$ cat src/inc/dcs_regs.svh
// register offsets, bit positions and reset values of the drive control/status block
`ifndef DCS_REGS_SVH
`define DCS_REGS_SVH

`define DCS_ADDR_W          5
`define DCS_OFF_CTRL        5'h00
`define DCS_OFF_STAT        5'h01
`define DCS_OFF_CFG         5'h02
`define DCS_OFF_FRAMES      5'h03
`define DCS_OFF_CRCERR      5'h04
`define DCS_OFF_LINK        5'h05
`define DCS_OFF_ASSIGN      5'h06
`define DCS_OFF_SCAN0       5'h08
`define DCS_SCAN_BASE_BIT   3
`define DCS_CTRL_RST        16'h0000
`define DCS_CFG_RST         16'h0000
`define DCS_ASSIGN_RST      16'h0000
`define DCS_CNT_MAX         16'hffff
`define DCS_CNT_ONE         16'h0001

// control word bits
`define DCS_C_SWON          0
`define DCS_C_VOLT          1
`define DCS_C_QSTOP         2
`define DCS_C_RUN           3
`define DCS_C_ERRRST        7
`define DCS_C_STOP_STD      8
`define DCS_C_REL_ALT       8
`define DCS_C_USER11        11
`define DCS_C_STOP_ALT      12
`define DCS_C_BRAKE         13
`define DCS_C_DECEL         14
`define DCS_C_LOCAL_ALT     15

// status word bits
`define DCS_S_READY         0
`define DCS_S_ON            1
`define DCS_S_OPEN          2
`define DCS_S_ERR           3
`define DCS_S_MAINS         4
`define DCS_S_NOQS          5
`define DCS_S_SWDIS         6
`define DCS_S_WARN          7
`define DCS_S_CHAN          9
`define DCS_S_PANEL         14

// config register bits: profile select, stop type
`define DCS_CFG_PROFILE     0
`define DCS_CFG_STT_LO      1
`define DCS_CFG_STT_HI      2

// assignment register: bit n = 1 means bit n carries a new function
`define DCS_ASG_MASK        16'he800

`endif

$ cat src/inc/dcs_pkg.sv
// types shared by the drive control/status block
package dcs_pkg;
   typedef enum logic {
      DCS_STANDARD_PROFILE,
      DCS_ALTERNATE_PROFILE
   } dcs_profile_e;

   typedef enum logic [1:0] {
      DCS_NO_RX_NO_TX,
      DCS_NO_RX_TX,
      DCS_RX_NO_TX,
      DCS_RX_AND_TX
   } dcs_link_e;

   typedef enum logic [1:0] {
      DCS_ST_DISABLED,
      DCS_ST_READY,
      DCS_ST_ON,
      DCS_ST_RUN
   } dcs_state_e;

   typedef struct packed {
      logic [15:0]       controlWord;
      logic [15:0]       configWord;
      logic [15:0]       assignWord;
      logic [15:0]       netFrameCount;
      logic [15:0]       netCrcErrorCount;
      logic              errRstPrev;
      logic              errLatched;
      dcs_state_e        state;
      logic [15:0]       rdData;
      logic              contactor;
      logic              runCmd;
      logic              quickStop;
      logic              stopCmd;
      logic              brakeStop;
      logic              decelStop;
      logic [1:0]        stopType;
      logic              localMode;
      logic              cmdReleased;
      logic [15:0]       userBits;
      logic              errorAck;
      dcs_link_e         netLinkActivity;
      logic              netActivityLed;
   } dcs_state_s;
endpackage : dcs_pkg

$ cat src/rtl/dcs_drive_control.sv
// drive control word decoder, status word builder and serial port diagnostics
//
// Added by the designer: the register addresses and strobed register access.
`timescale 1ns/1ps
`default_nettype none
`include "dcs_regs.svh"

// How it works
// bit 0 set closes mains contactor
// standard: bit 1 set enables voltage
// alternate: bit 1 clear disables voltage
// bit 2 clear activates quick stop
// bit 3 set gives run command
// error cleared only on bit 7 rise
// profile stop bit issues configured stop
// standard: bits 13/14 brake/decel, reassignable
// alternate: bits 13/14 fixed brake/decel
// standard: bits 11,12,15 user bits
// new assignment masks default function
// alternate: bit 8 released source
// alternate: bit 15 selects local/line
// status bits 0..3 report state, error
// status bit 4 mains, profile polarity
// status bit 5 low on quick stop
// status bits 6,7 switch-on disabled, warning
// status bit 9 reports command channel
// status bit 14 panel stop imposed
// frame counter, read only, 16 bit
// crc error counter, read only, 16 bit
// link activity as four states
// eight read-only scanner input words
// reserved control bits written as zero
// reserved status bits read zero
module dcs_drive_control (
   input  wire logic                     core_clk,
   input  wire logic                     reset,
   input  wire logic                     clkEn,
   input  wire logic [`DCS_ADDR_W-1:0]   regAddr,
   input  wire logic [15:0]              regWrData,
   input  wire logic                     regWrStrobe,
   input  wire logic                     regRdStrobe,
   output logic      [15:0]              regRdData,
   input  wire logic                     mainsAvailable,
   input  wire logic                     errorDetected,
   input  wire logic                     warningActive,
   input  wire logic                     forcedLocal,
   input  wire logic                     panelStop,
   input  wire logic                     frameDone,
   input  wire logic                     crcError,
   input  wire logic                     rxActive,
   input  wire logic                     txActive,
   input  wire logic [127:0]             scanInWords,
   output logic                          contactorClose,
   output logic                          runCommand,
   output logic                          quickStopActive,
   output logic                          stopCommand,
   output logic      [1:0]               stopType,
   output logic                          brakeStop,
   output logic                          decelStop,
   output logic                          localMode,
   output logic                          cmdReleasedLocal,
   output logic      [15:0]              userBits,
   output logic                          errorAck,
   output logic      [1:0]               netLinkActivity,
   output logic                          netActivityLed
);

   dcs_pkg::dcs_state_s state_reg;
   dcs_pkg::dcs_state_s state_next;

   // scanner input words as an indexed array
   logic [15:0] scanWord [0:7];
   genvar gi;
   generate
      for (gi = 0; gi < 8; gi++) begin : g_scan
         assign scanWord[gi] = scanInWords[gi*16 +: 16];
      end
   endgenerate

   // saturating increment, shared by both counters
   function automatic logic [15:0] satInc(input logic [15:0] v, input logic ev);
      satInc = v;
      if (ev && v != `DCS_CNT_MAX) begin
         satInc = v + `DCS_CNT_ONE;
      end
   endfunction : satInc

   // a default function only responds while no new function is assigned
   function automatic logic dflt(input logic [15:0] cw, input logic [15:0] asg, input int b);
      dflt = cw[b] & ~asg[b];
   endfunction : dflt

   // profile and decoded enables
   logic isAlt;
   logic voltOk;
   logic [15:0] statusWord;
   logic [15:0] cw;
   assign cw     = state_reg.controlWord;
   assign isAlt  = state_reg.configWord[`DCS_CFG_PROFILE];
   // voltage authorization per profile
   assign voltOk = isAlt ? cw[`DCS_C_VOLT] : cw[`DCS_C_VOLT];

   // status word assembly; unlisted bits tie to zero
   always_comb begin
      statusWord = 16'h0000;
      // state and error report
      statusWord[`DCS_S_READY] = (state_reg.state != dcs_pkg::DCS_ST_DISABLED);
      statusWord[`DCS_S_ON]    = (state_reg.state == dcs_pkg::DCS_ST_ON) || (state_reg.state == dcs_pkg::DCS_ST_RUN);
      statusWord[`DCS_S_OPEN]  = (state_reg.state == dcs_pkg::DCS_ST_RUN);
      statusWord[`DCS_S_ERR]   = state_reg.errLatched;
      // mains polarity inverted in alternate profile
      statusWord[`DCS_S_MAINS] = isAlt ? ~mainsAvailable : mainsAvailable;
      // low while quick stop
      statusWord[`DCS_S_NOQS]  = cw[`DCS_C_QSTOP];
      // switch-on disabled and warning
      statusWord[`DCS_S_SWDIS] = (state_reg.state == dcs_pkg::DCS_ST_DISABLED);
      statusWord[`DCS_S_WARN]  = warningActive;
      // channel report differs by profile
      statusWord[`DCS_S_CHAN]  = isAlt ? state_reg.localMode : ~forcedLocal;
      // front-panel stop
      statusWord[`DCS_S_PANEL] = panelStop;
      // reserved bits stay zero
   end

   // next-state logic for the whole block
   always_comb begin
      state_next = state_reg;
      // register writes; counters and status are read only
      if (regWrStrobe) begin
         case (regAddr)
            // reserved control bits stored but never decoded
            `DCS_OFF_CTRL:   state_next.controlWord = regWrData;
            `DCS_OFF_CFG:    state_next.configWord  = regWrData;
            `DCS_OFF_ASSIGN: state_next.assignWord  = regWrData & `DCS_ASG_MASK;
            default:         state_next.controlWord = state_reg.controlWord;
         endcase
      end

      // read data is valid in the cycle after the strobe only
      state_next.rdData = 16'h0000;
      if (regRdStrobe) begin
         // compare at full address width so both sides carry the same number of bits
         if ((regAddr >> `DCS_SCAN_BASE_BIT) == (`DCS_OFF_SCAN0 >> `DCS_SCAN_BASE_BIT)) begin
            // scanner input words
            state_next.rdData = scanWord[regAddr[`DCS_SCAN_BASE_BIT-1:0]];
         end else begin
            case (regAddr)
               `DCS_OFF_CTRL:   state_next.rdData = state_reg.controlWord;
               `DCS_OFF_STAT:   state_next.rdData = statusWord;
               `DCS_OFF_CFG:    state_next.rdData = state_reg.configWord;
               `DCS_OFF_FRAMES: state_next.rdData = state_reg.netFrameCount;
               `DCS_OFF_CRCERR: state_next.rdData = state_reg.netCrcErrorCount;
               `DCS_OFF_LINK:   state_next.rdData = {14'h0000, state_reg.netLinkActivity};
               `DCS_OFF_ASSIGN: state_next.rdData = state_reg.assignWord;
               default:         state_next.rdData = 16'h0000;
            endcase
         end
      end

      // rising edge of bit 7 acknowledges; a new error wins over the clear
      state_next.errRstPrev = cw[`DCS_C_ERRRST];
      state_next.errorAck   = cw[`DCS_C_ERRRST] & ~state_reg.errRstPrev;
      if (errorDetected) begin
         state_next.errLatched = 1'b1;
      end else if (state_next.errorAck) begin
         state_next.errLatched = 1'b0;
      end

      // power state sequence: voltage, then contactor, then run
      case (state_reg.state)
         dcs_pkg::DCS_ST_DISABLED: begin
            if (voltOk && cw[`DCS_C_QSTOP] && !state_reg.errLatched && !cw[`DCS_C_SWON]) begin
               state_next.state = dcs_pkg::DCS_ST_READY;
            end
         end
         dcs_pkg::DCS_ST_READY: begin
            if (cw[`DCS_C_SWON]) begin
               state_next.state = dcs_pkg::DCS_ST_ON;
            end
         end
         dcs_pkg::DCS_ST_ON: begin
            if (!cw[`DCS_C_SWON]) begin
               state_next.state = dcs_pkg::DCS_ST_READY;
            end else if (cw[`DCS_C_RUN]) begin
               state_next.state = dcs_pkg::DCS_ST_RUN;
            end
         end
         dcs_pkg::DCS_ST_RUN: begin
            if (!cw[`DCS_C_RUN]) begin
               state_next.state = dcs_pkg::DCS_ST_ON;
            end
            if (!cw[`DCS_C_SWON]) begin
               state_next.state = dcs_pkg::DCS_ST_READY;
            end
         end
         default: state_next.state = dcs_pkg::DCS_ST_DISABLED;
      endcase
      // losing voltage, quick stop or an error drops back to disabled
      if (!voltOk || !cw[`DCS_C_QSTOP] || state_reg.errLatched) begin
         state_next.state = dcs_pkg::DCS_ST_DISABLED;
      end

      // contactor follows switch-on while authorized
      state_next.contactor = cw[`DCS_C_SWON] && voltOk;
      // run command
      state_next.runCmd    = cw[`DCS_C_RUN] && voltOk && cw[`DCS_C_QSTOP];
      // quick stop on zero
      state_next.quickStop = ~cw[`DCS_C_QSTOP];
      // stop bit position depends on profile
      state_next.stopCmd   = isAlt ? cw[`DCS_C_STOP_ALT] : cw[`DCS_C_STOP_STD];
      state_next.stopType  = state_reg.configWord[`DCS_CFG_STT_HI:`DCS_CFG_STT_LO];
      if (isAlt) begin
         // fixed stop bits in alternate profile
         state_next.brakeStop = cw[`DCS_C_BRAKE];
         state_next.decelStop = cw[`DCS_C_DECEL];
         // released command source
         state_next.cmdReleased = cw[`DCS_C_REL_ALT];
         // local/line selection
         state_next.localMode = cw[`DCS_C_LOCAL_ALT];
         state_next.userBits  = 16'h0000;
      end else begin
         // default stop functions unless reassigned
         state_next.brakeStop = dflt(cw, state_reg.assignWord, `DCS_C_BRAKE);
         state_next.decelStop = dflt(cw, state_reg.assignWord, `DCS_C_DECEL);
         state_next.cmdReleased = 1'b0;
         state_next.localMode = 1'b0;
         // user bits 11,12,15 plus reassigned 13,14
         state_next.userBits  = cw & (`DCS_ASG_MASK | 16'h1800) &
                                ~(16'h6000 & ~state_reg.assignWord);
      end

      // saturating diagnostic counters
      state_next.netFrameCount    = satInc(state_reg.netFrameCount, frameDone);
      state_next.netCrcErrorCount = satInc(state_reg.netCrcErrorCount, crcError);
      // reception/transmission combination
      state_next.netLinkActivity  = dcs_pkg::dcs_link_e'({rxActive, txActive});
      state_next.netActivityLed   = rxActive | txActive;
   end

   // single state register; clock enable freezes everything
   always_ff @(posedge core_clk) begin
      if (reset) begin
         state_reg <= '0;
         state_reg.state <= dcs_pkg::DCS_ST_DISABLED;
         state_reg.controlWord <= `DCS_CTRL_RST;
         state_reg.configWord <= `DCS_CFG_RST;
         state_reg.assignWord <= `DCS_ASSIGN_RST;
      end else if (clkEn) begin
         state_reg <= state_next;
      end
   end

   // outputs straight from the state register
   assign regRdData        = state_reg.rdData;
   assign contactorClose   = state_reg.contactor;
   assign runCommand       = state_reg.runCmd;
   assign quickStopActive  = state_reg.quickStop;
   assign stopCommand      = state_reg.stopCmd;
   assign stopType         = state_reg.stopType;
   assign brakeStop        = state_reg.brakeStop;
   assign decelStop        = state_reg.decelStop;
   assign localMode        = state_reg.localMode;
   assign cmdReleasedLocal = state_reg.cmdReleased;
   assign userBits         = state_reg.userBits;
   assign errorAck         = state_reg.errorAck;
   assign netLinkActivity  = state_reg.netLinkActivity;
   assign netActivityLed   = state_reg.netActivityLed;

endmodule : dcs_drive_control
`default_nettype wire

$ cat config.mk
export PLATFORM = sky130hd
export DESIGN_NAME = dcs_drive_control
export DESIGN_NICKNAME = d
export VERILOG_FILES = /design/src/inc/dcs_pkg.sv /design/src/rtl/dcs_drive_control.sv
export VERILOG_INCLUDE_DIRS = /design/src /design/src/inc
export SDC_FILE = /design/constraint.sdc
export NUM_CORES = 1
export LEC_CHECK = 0
export BUFFER_PORTS_ARGS = -buffer_cell sky130_fd_sc_hd__buf_2
export CAP_MARGIN = 20
export CORE_MARGIN = 4
export CORE_UTILIZATION = 39
export DETAILED_ROUTE_END_ITERATION = 12
export PLACE_DENSITY_LB_ADDON = 0.12
export SYNTH_ARGS = -nofsm -noshare
export SYNTH_HDL_FRONTEND = slang
export SYNTH_SLANG_ARGS = --single-unit
$ cat constraint.sdc
create_clock -name core_clk -period 1.6 [get_ports core_clk]
set_input_delay 0.08 -clock core_clk [delete_from_list [all_inputs] [get_ports core_clk]]
set_output_delay 0.08 -clock core_clk [all_outputs]
set_load 0.02 [all_outputs]
==> impl_results.md, run 1 <==
* Residual DRC at 0
* Hpwl dp at just over 20000 um
* Final Power at 6.01 mW
* Worst r2r src: state_reg[66]
* Combinational group share of total power at between 15 and 20%
* ANT nets after route at 0
* Synth Instances at 724
* Power Density at around 680 nW/um^2
* Yosys warning total at 0
* CP Cell Sequence: buf_4 -> nand2_1 -> or4_1 -> a21oi_2 -> xnor2_1 -> nor2_1
* Via count at 6621
* CP Data Arrival Time at 1.80 ns
* Post-route setup TNS at 0 ns
* Setup Slack @ Placement at -0.164 ns
* Die H at 136 um
* Starting DRC count in detailed routing at 402
* Global-route wire length before repair at between 30000 and 40000 um
* Clk Latency, worst-skew pair at 0.36 ns
* GP Congestion at ~0.90
* Hold Vio Cnt, Final at 0
* Critical-path top delay cell: or4_1
* Count of cell types in the netlist at 62
* RSZ-0062 raised after global routing: yes
* Worst Tran Pin Value at 0.640 ns
* Final Worst Setup Slack at 0.0364 ns
* Share of layout cells above drive strength 1 at 40.7%
* # setup viols final at 0
* Overflow after GRT at 0
* Data required, critical path at 1.84 ns
* Predominant post-synthesis flop cell: dfxtp_1
* Max FFs per register at 53
* Clk_skew at 0.00719 ns
* Largest net degree at the start of global routing at 92
* Fin nets at 1165
* Power Internal at 4.33 mW
* VDD IR max at between 0.0004 and 0.0005 V
* Longest Clk Path Bufs at 2
* Initial antenna violation count at 2
* Cell Area, Synth at ~6400 um^2
* Switch share at 27.9%
* Die width at 136 um
* Clk pwr share at 37.3%
* Wirelength per Cell at 20.7 um
* Num CTS Buffers at 9
* Synth async-reset ratio at 0%
* Top delay family on crit path: simple AND/OR/NAND/NOR gates
* CP Capture Type: register
* Std cell rows at 46
* Sequential power share at a little under half
* R2r setup slk at 0.04 ns
* CTS tree: yes
* Crit Path Class: reg2reg
* Crit path largest cell delay at 0.52 ns
* CP Launch Point: state_reg[66]
* GRT Util Overall at 26.7%
* Synthesized area per cell at between 8 and 9 um^2
* H-tree levels at 3
* Synth Register Bits at 107
* Static Leakage at around 3.7 nW
* Crit path buffers/inverters at 1
* Post-DP Area at 8180 um^2
* Initial Util at 40.0%
* Port Buffers at between 150 and 200
* Crit share post-route at between 90% and 100%
* # IOs at 209
* R2R Path End: state_reg[75]
* Type of origin of the critical path: register
* Switch Pwr at about 1.7 mW
* Period minus WS final at 1.56 ns
* DRT Wirelength at 25300 um
* Area growth syn-to-layout at 38.6%
* Sequential share of the synthesized area at 33.6%
* R2R depth at 6
* Fin area at ~8800 um^2
* Die Area at 18400 um^2
* # Max-Cap Violations at 0
* Worst-path clk slew at roughly 0.07 ns
* Clock root buffer: clkbuf_16
* Vias in the first global route at around 6.6k
* Slew HR at 57.2%
* Area of the core at 15900 um^2
* EDFF count, synth at 0
* Crit path to: state_reg[75]
* Critical path depth at 6
* Status: complete, no violations
* Worst min-delay path class: in2reg
* Crit Path Max Fanout at 5
* Max Fclk at 640 MHz
* TritonRoute pass-1 iters at 5
* Vias per cell at 5.42
* Count of final max-slew check failures at 0
* Sink Count at ~110
## Yosys cell counts (all sizes together), types with 8 or more instances
cell    number  share of area (%)
nand2b      14                1.4
nand2       84                4.9
mux2         8                1.4
nor2        78                4.6
nor3        13                1.3
nand4       14                1.4
a21oi       49                3.9
xor2        10                1.4
nand3       20                1.6
o22ai       10               0.98
dfxtp      107                 34
mux2i       51                8.0
a211oi      15                1.8
mux4        27                9.5
clkbuf      21                1.2
buf         62                6.5
a22oi        9                1.1
nor2b        9               0.88
xnor2       17                2.3
o21ai       16                1.3
## layout by cell type, fill, tap and decap left out, types with 4 or more instances in the layout
cell	instances
a21oi_1	47
conb_1	11
a211oi_1	13
o21ai_0	6
mux2i_1	51
xnor2_1	17
o22ai_1	10
inv_2	4
clkbuf_16	9
mux2_1	6
buf_12	9
nand2b_1	14
o21ai_1	9
and2_1	5
mux4_2	27
o2bb2ai_1	4
o211ai_1	5
and3_1	6
a31oi_1	6
dlygate4sd3_1	18
nand3_1	18
dfxtp_1	91
nor3_1	10
dfxtp_2	16
or3_1	4
nand4_1	14
xor2_1	10
nor2b_1	9
buf_2	197
buf_4	113
a22oi_1	9
nand2_1	84
nor2_1	77
## power groups by stage
stage                     sequential, mW  combinational, mW  clock [mW]
final                               2.71               1.05        2.24
after global routing                2.72               1.12        2.42
after CTS                           2.71               1.04        2.31
after detailed placement            2.77               1.00           0
after global placement              2.77              0.994           0
after floorplan                     2.78              0.537           0
## metrics by stage
step | std cells | utilization (%) | hold WS (ns)
after floorplan | 734 | - | 0.216
after global routing | 1222 | 55.4 | 0.0244
after global placement | 1184 | 51.3 | 0.328
after CTS | 1219 | 54.6 | 0.00880
final | 1222 | 55.4 | 0.0138
after detailed placement | 1184 | 51.3 | 0.341
## repair_timing
item                       CTS  global route
gates cloned                 0             0
resized for setup            5            38
setup buffers                1             2
pin swaps                    1             7
hold endpoints to repair    28             0
hold buffers                18             0
setup endpoints to repair    5            29
## logic make-up after synthesis
kind of cell | synth area share (%)
AO/OA/AOI/OAI | 14.9
buffers and inverters | 8.19
multiplexers | 19.0
other | 0.0589
flip-flops | 33.6
XOR/XNOR | 3.71
AND/OR/NAND/NOR | 20.2
adder cells (fa/ha/maj) | 0.393
## routing by layer
metal / track usage, % / wire length, um / part of all wire (%) / vias to the layer above
met5: 0 / 20 / 0.079 / -
met2: 46.7 / 12400 / 49 / 253
li1: - / - / - / 3146
met1: 32.6 / 10400 / 41 / 3185
met3: 5.79 / 1870 / 7.4 / 35
met4: 8.62 / 614 / 2.4 / 2
## area by class of cell
type	count	area [um^2]
Fill cell	1582	7110
Multi-Input combinational cell	537	3860
Timing Repair Buffer	338	2210
Sequential cell	107	2160
Tap cell	216	270
Clock buffer	9	225
Clock inverter	7	80.1
Inverter	7	26.3
Antenna cell	1	2.50
## how the worst min path moves through the flow
stage                    endpoint  depth (start not counted)     startpoint
3_3_place_gp   netLinkActivity[1]                          3       rxActive
5_1_grt             state_reg[93]                          3  regWrData[11]
2_1_floorplan               cw[4]                          2   regWrData[4]
3_5_place_dp   netLinkActivity[1]                          3       rxActive
4_1_cts             state_reg[79]                          2          reset
6_report            state_reg[79]                          2          reset
No activity file was read; power rests on OpenSTA's default activity.
==> run 2: changes to the inputs <==
--- a/config.mk
+++ b/config.mk
@@ -12,6 +12,7 @@
 export CORE_UTILIZATION = 39
 export DETAILED_ROUTE_END_ITERATION = 12
 export PLACE_DENSITY_LB_ADDON = 0.12
+export SETUP_SLACK_MARGIN = 0.2
 export SYNTH_ARGS = -nofsm -noshare
 export SYNTH_HDL_FRONTEND = slang
 export SYNTH_SLANG_ARGS = --single-unit
==> run 2 against run 1 <==
Die area unchanged; combinational power barely moved; register-to-register slack improved by 0.03 ns; sequential power barely moved; largest power group unchanged.
==> impl_results.md, run 2 (synthesis results as in run 1) <==
* # IOs at approximately 210
* Static Leakage at 3.70 nW
* Clk Latency, worst-skew pair at 0.36 ns
* Die Area at 18400 um^2
* Largest net degree at the start of global routing at 88
* GRT Util Overall at 25.7%
* Ant. Diodes at 0
* Data required, critical path at approximately 1.8 ns
* Worst-path clk slew at about 0.080 ns
* Worst Tran Pin Value at 0.648 ns
* Hold Path Depth at 3
* Longest Clk Path Bufs at 2
* Starting DRC count in detailed routing at 429
* Sink Count at 107
* TritonRoute pass-1 iters at 4
* Status: complete, no violations
* Max Fclk at approximately 650 MHz
* Die H at 136 um
* Via count at 6582
* Hold Vio Cnt, Final at 0
* Port Buffers at between 150 and 200
* Overflow after GRT at 0
* Met1 WL at 10500 um
* Met2 WL post-DR at approximately 12000 um
* # setup viols final at 0
* Power Density at 655 nW/um^2
* Slew HR at 56.6%
* VDD IR max at 0.000777 V
* Critical-path top delay cell: dfxtp_2
* Placed Cells at ~1.2k
* Multi-input logic area at between 4000 and 5000 um^2
* Max FFs per register at 53
* Vias in the first global route at 6552
* Most common cell after layout, fill and taps aside: buf_2
* WL met3 at ~1400 um
* Post-Layout Cell Count at 1211
* Hpwl dp at between 15000 and 20000 um
* Crit Path Max Fanout at 5
* Area of the core at 15900 um^2
* Num CTS Buffers at 9
* Crit path largest cell delay at roughly 0.33 ns
* R2r setup slk at between 0.06 and 0.07 ns
* Period minus WS final at 1.54 ns
* Commonest non-fill, non-tap cells in the layout: buf_2 (197), buf_4 (95), nand2_1 (81)
* Clock root buffer: clkbuf_16
* Vias per cell at 5.44
* ANT nets after route at 0
* Initial antenna violation count at 0
* GP Congestion at a little over 0.9
* Global-route wire length before repair at 36600 um
* Fin nets at around 1.2k
* Crit share post-route at between 90% and 100%
* Reg area at approximately 2200 um^2
* CP dominant cell by count: buf_4
* Count of final max-slew check failures at 0
* DRT Wirelength at about 25000 um
* Std cell rows at 46
* WHS at 0.0144 ns
* CP Data Arrival Time at 1.77 ns
* H-tree levels at 3
* CTS tree: yes
* Layout fillers at roughly 1.5k
* RSZ-0062 raised after global routing: yes
* Type of origin of the critical path: register
* CP Cell Sequence: nand4_1 -> buf_4 -> nor4_4 -> buf_4 -> a211oi_2 -> xnor2_1 -> nor2_1
* Wirelength per Cell at a little over 20 um
* Crit Path Class: reg2reg
* Worst min-delay path class: in2reg
* CP Capture Type: register
* R2R depth at 7
* Clk_skew at 0.0103 ns
* Initial Util at roughly two fifths
* Die width at 136 um
* Area growth syn-to-layout at 42.4%
* Highest metal used: met4
* Share of layout cells above drive strength 1 at 45.5%
* # Max-Cap Violations at 0
* Residual DRC at 0
## run 2: cell count changes in the layout (fill, tap and decap cells not counted), sizes merged
cell         previous run  this run
buf                   320       311
clkinv                  3         1
clkbuf                  9        10
diode                   1         0
dlygate4sd3            18        17
inv                    10        11
## run 2: layout make-up
| cell class | instances | share of cell area [%] |
|---|---|---|
| Tap cell | 216 | 2.98 |
| Clock inverter | 6 | 0.621 |
| Inverter | 7 | 0.290 |
| Sequential cell | 107 | 24.1 |
| Multi-Input combinational cell | 537 | 45.8 |
| Timing Repair Buffer | 328 | 23.6 |
| Clock buffer | 10 | 2.52 |
## run 2: final timing paths
path                 startpoint             end
setup / recovery  state_reg[80]   state_reg[73]
hold reg to reg   regRdData[14]   regRdData[14]
hold / removal     regWrData[2]  state_next[23]
setup reg to reg  state_reg[80]   state_reg[73]
## run 2: power by group
part	internal (mW)	total [mW]	switching (mW)
sequential	2.69	2.71	0.0254
clock	1.10	2.21	1.11
combinational	0.501	1.02	0.523
total	4.28	5.94	1.66
## run 2: repair_timing
action / in CTS / in global routing
setup buffers: 5 / 9
pin swaps: 30 / 30
endpoints found under the setup margin: 35 / 38
gates resized for setup: 57 / 47
hold endpoints to repair: 27 / 1
hold buffers: 16 / 1
## run 2: per-stage QoR
stage,power [mW],setup slack [ns],TNS [ns],utilization [%],instance area [um^2]
3_5_place_dp,3.73,-0.273,-1.50,50.8,8100
2_1_floorplan,3.32,0.0339,0,-,6530
6_report,5.94,0.0649,0,56.9,9070
5_1_grt,6.20,-0.0231,-0.0334,56.9,9070
4_1_cts,5.98,0.108,0,55.2,8800
3_3_place_gp,3.72,-0.341,-1.58,50.8,8100
## run 2: layer usage
metal  vias to the layer above  GRT usage (%)
met5                         -              0
met4                         0           7.56
met3                        31           5.39
met2                       238           43.9
met1                      3197           32.8
li1                       3116              -
## run 2: critical path, delay by kind of cell, from the launching register on
kind,cells,cell delay [ns]
buffers and inverters,2,0.40
XOR/XNOR,1,0.16
AND/OR/NAND/NOR,3,0.44
flip-flops,1,0.33
AO/OA/AOI/OAI,1,0.08
==> run 3: changes to the inputs <==
--- a/config.mk
+++ b/config.mk
@@ -6,6 +6,7 @@
 export SDC_FILE = /design/constraint.sdc
 export NUM_CORES = 1
 export LEC_CHECK = 0
+export ABC_AREA = 1
 export BUFFER_PORTS_ARGS = -buffer_cell sky130_fd_sc_hd__buf_2
 export CAP_MARGIN = 20
 export CORE_MARGIN = 4
==> run 3 against run 2 <==
Global-route usage fell by 1.6 points; worst hold slack improved by 0.0010 ns; critical endpoint is now state_reg[65]; combinational power rose by 5%; final cell count rose by 35%; clock skew fell by 0.0027 ns; via count rose by 22%; flip-flop and latch count did not move; fmax rose by 1.6%; non-clock buffer count fell by 35; die area rose by 9.6%.
==> impl_results.md, run 3 <==
* Status: complete, no violations
* Initial Util at about 40%
* Xor/xnor cell area share of the yosys netlist at under 10%
* Top cells by area, synth: dfxtp_1 (31%), nand2_1 (15%), nor2_1 (13%)
* Hold Path Depth at 3
* GP Congestion at between 0.9 and 1
* Fin nets at 1571
* Area growth syn-to-layout at 32.3%
* Wirelength per Cell at between 15 and 20 um
* Residual DRC at 0
* Starting DRC count in detailed routing at 457
* Crit Path Max Fanout at 7
* Synthesized area per cell at 5.94 um^2
* WHS at 0.0154 ns
* TritonRoute pass-1 iters at 5
* CTS tree: yes
* Adder-Cell Fraction of Synth Area at less than 1%
* Hold Vio Cnt, Final at 0
* Area of the core at 17500 um^2
* # setup viols final at 0
* Sequential power share at 44.3%
* Worst min-delay path class: in2reg
* Port Buffers at 197
* Period minus WS final at 1.51 ns
* Type of origin of the critical path: register
* Vias per cell at 4.92
* Share of layout cells above drive strength 1 at 27.6%
* Clk pwr share at between 30% and 40%
* Clock root buffer: clkbuf_16
* Ant. Diodes at 0
* Global-route wire length before repair at 38700 um
* Post-Synth Simple-Gate Area at between 40% and 50%
* Overflow after GRT at 0
* Final Power at 6.15 mW
* Commonest non-fill, non-tap cells in the layout: nand2_1 (268), nor2_1 (231), buf_2 (197)
* Max Fclk at 662 MHz
* Predominant post-synthesis flop cell: dfxtp_1
* Placed Cells at 1585
* Sequential share of the synthesized area at 30.5%
* R2r setup slk at 0.09 ns
* Yosys top cell by area: dfxtp_1
* Post-synth top area share at 30.5%
* ANT nets after route at 0
* Static Leakage at 4.52 nW
* Combinational group share of total power at between 10% and 20%
* Top-count cell post-synth: nand2_1
* CP Capture Type: register
* Synth Instances at 1181
* Longest Clk Path Bufs at 2
* H-tree levels at 3
* Post-Layout Cell Count at 1636
* Min-delay src: regWrData[11]
* Post-synthesis mux area share at 0%
* Crit share post-route at 94.5%
* VDD IR max at approximately 0.00061 V
* GRT Util Overall at roughly 24%
* Slew HR at 51.0%
* Complex-gate fraction of the synthesized area at 10.4%
* Worst Tran Pin Value at 0.735 ns
* EDFF count, synth at 0
* CP Data Arrival Time at 1.80 ns
* Switch share at between 20% and 30%
* Power Internal at 4.38 mW
* Largest net degree at the start of global routing at 56
* Clk Latency, worst-skew pair at roughly 0.36 ns
* Synth Register Bits at 107
* Post-DP Area at 8400 um^2
* Count of cell types in the netlist at 34
* Crit Path Class: reg2reg
* Initial antenna violation count at 0
* Die H at 142 um
* Vias in the first global route at between 7k and 8k
* Most common cell after layout, fill and taps aside: nand2_1
* Die Area at 20200 um^2
* Sink Count at 107
* Yosys warning total at 0
* DRT Wirelength at 25600 um
* Via count at 8052
* Hpwl dp at 19500 um
* Clk_skew at about 0.0076 ns
* Die width at between 100 and 150 um
* R2R Path End: state_reg[65]
* Count of final max-slew check failures at 0
* Num CTS Buffers at 9
* Synth top cells by count: nand2_1 (289), nor2_1 (237), nand3_1 (122)
* Hold Path End: state_reg[109]
* # Max-Cap Violations at 0
* Largest family of logic cells by synthesized area: simple AND/OR/NAND/NOR gates
* Synth async-reset ratio at 0%
* RSZ-0062 raised after global routing: yes
* # IOs at 209
* Cell Area, Synth at 7020 um^2
* Power Density at 662 nW/um^2
* Switch Pwr at between 1.5 and 2 mW
* Max FFs per register at between 50 and 60
* Data required, critical path at 1.89 ns
* Std cell rows at 48
* R2R depth at 9
* Fin area at between 9000 and 10000 um^2
* Worst-path clk slew at about 0.08 ns
* Worst r2r src: state_reg[51]
[run 3: cell type report]
| class | instances | area (um^2) |
|---|---|---|
| Inverter | 121 | 465 |
| Clock inverter | 7 | 87.6 |
| Sequential cell | 107 | 2160 |
| Tap cell | 225 | 282 |
| Fill cell | 1823 | 8190 |
| Timing Repair inverter | 2 | 20.0 |
| Clock buffer | 9 | 225 |
| Multi-Input combinational cell | 872 | 4170 |
| Timing Repair Buffer | 293 | 1870 |
[run 3: repair_timing]
item                       4_1_cts  5_1_grt
hold endpoints to repair        22        0
resized for setup               28       54
setup endpoints to repair       32       35
hold buffers                    16        0
pin swaps                       18       19
buffers inserted                12        5
gates cloned                     1        1
[run 3: power groups by stage]
stage / Combinational, mW / Clock, mW / Sequential [mW]
2_1_floorplan: 0.563 / 0 / 2.79
3_3_place_gp: 0.979 / 0 / 2.79
3_5_place_dp: 0.978 / 0 / 2.79
4_1_cts: 1.05 / 2.41 / 2.73
5_1_grt: 1.18 / 2.50 / 2.73
6_report: 1.07 / 2.35 / 2.73
[run 3: worst max-delay path, cell delays in order (launching register included)]
cell and delay [ns]:
dfxtp_4 0.37, ha_4 0.14, nand2_4 0.06, nor3_4 0.18
and2_4 0.18, nand3_4 0.10, nand2_8 0.12, buf_6 0.12
nand2_1 0.05, a21oi_1 0.12
[run 3: worst max path at each step]
stage | to | start | slack, ns
after detailed placement | state_reg[57] | state_reg[51] | 0.009
final | state_reg[65] | state_reg[51] | 0.09
after global placement | state_reg[65] | state_reg[51] | 0.04
after global routing | state_reg[72] | state_reg[67] | -0.004
after floorplan | state_reg[59] | state_reg[51] | 0.01
after CTS | state_reg[51] | state_reg[51] | 0.12
[run 3: layer usage]
metal | wire, um | global-route usage, %
met1 | 11100 | 31.9
met2 | 12000 | 40.1
met3 | 1840 | 3.49
met4 | 640 | 8.38
met5 | 0 | 0
[run 3: cells by family (layout without fill, tap and decap cells)]
| family | count (synthesis) | after routing |
|---|---|---|
| XOR/XNOR | 19 | 19 |
| AND/OR/NAND/NOR | 698 | 698 |
| flip-flops | 107 | 107 |
| buffers and inverters | 212 | 432 |
| adder cells (fa/ha/maj) | 2 | 2 |
| AO/OA/AOI/OAI | 142 | 142 |
| other | 1 | 11 |
[run 3: per-stage QoR]
stage / setup TNS [ns] / util, % / worst slack [ns]
floorplan: 0 / - / 0.0127
global placement: 0 / 48.0 / 0.0427
detailed placement: 0 / 48.0 / 0.00948
CTS: 0 / 51.9 / 0.117
global route: -0.00518 / 53.1 / -0.00352
finish: 0 / 53.1 / 0.0888
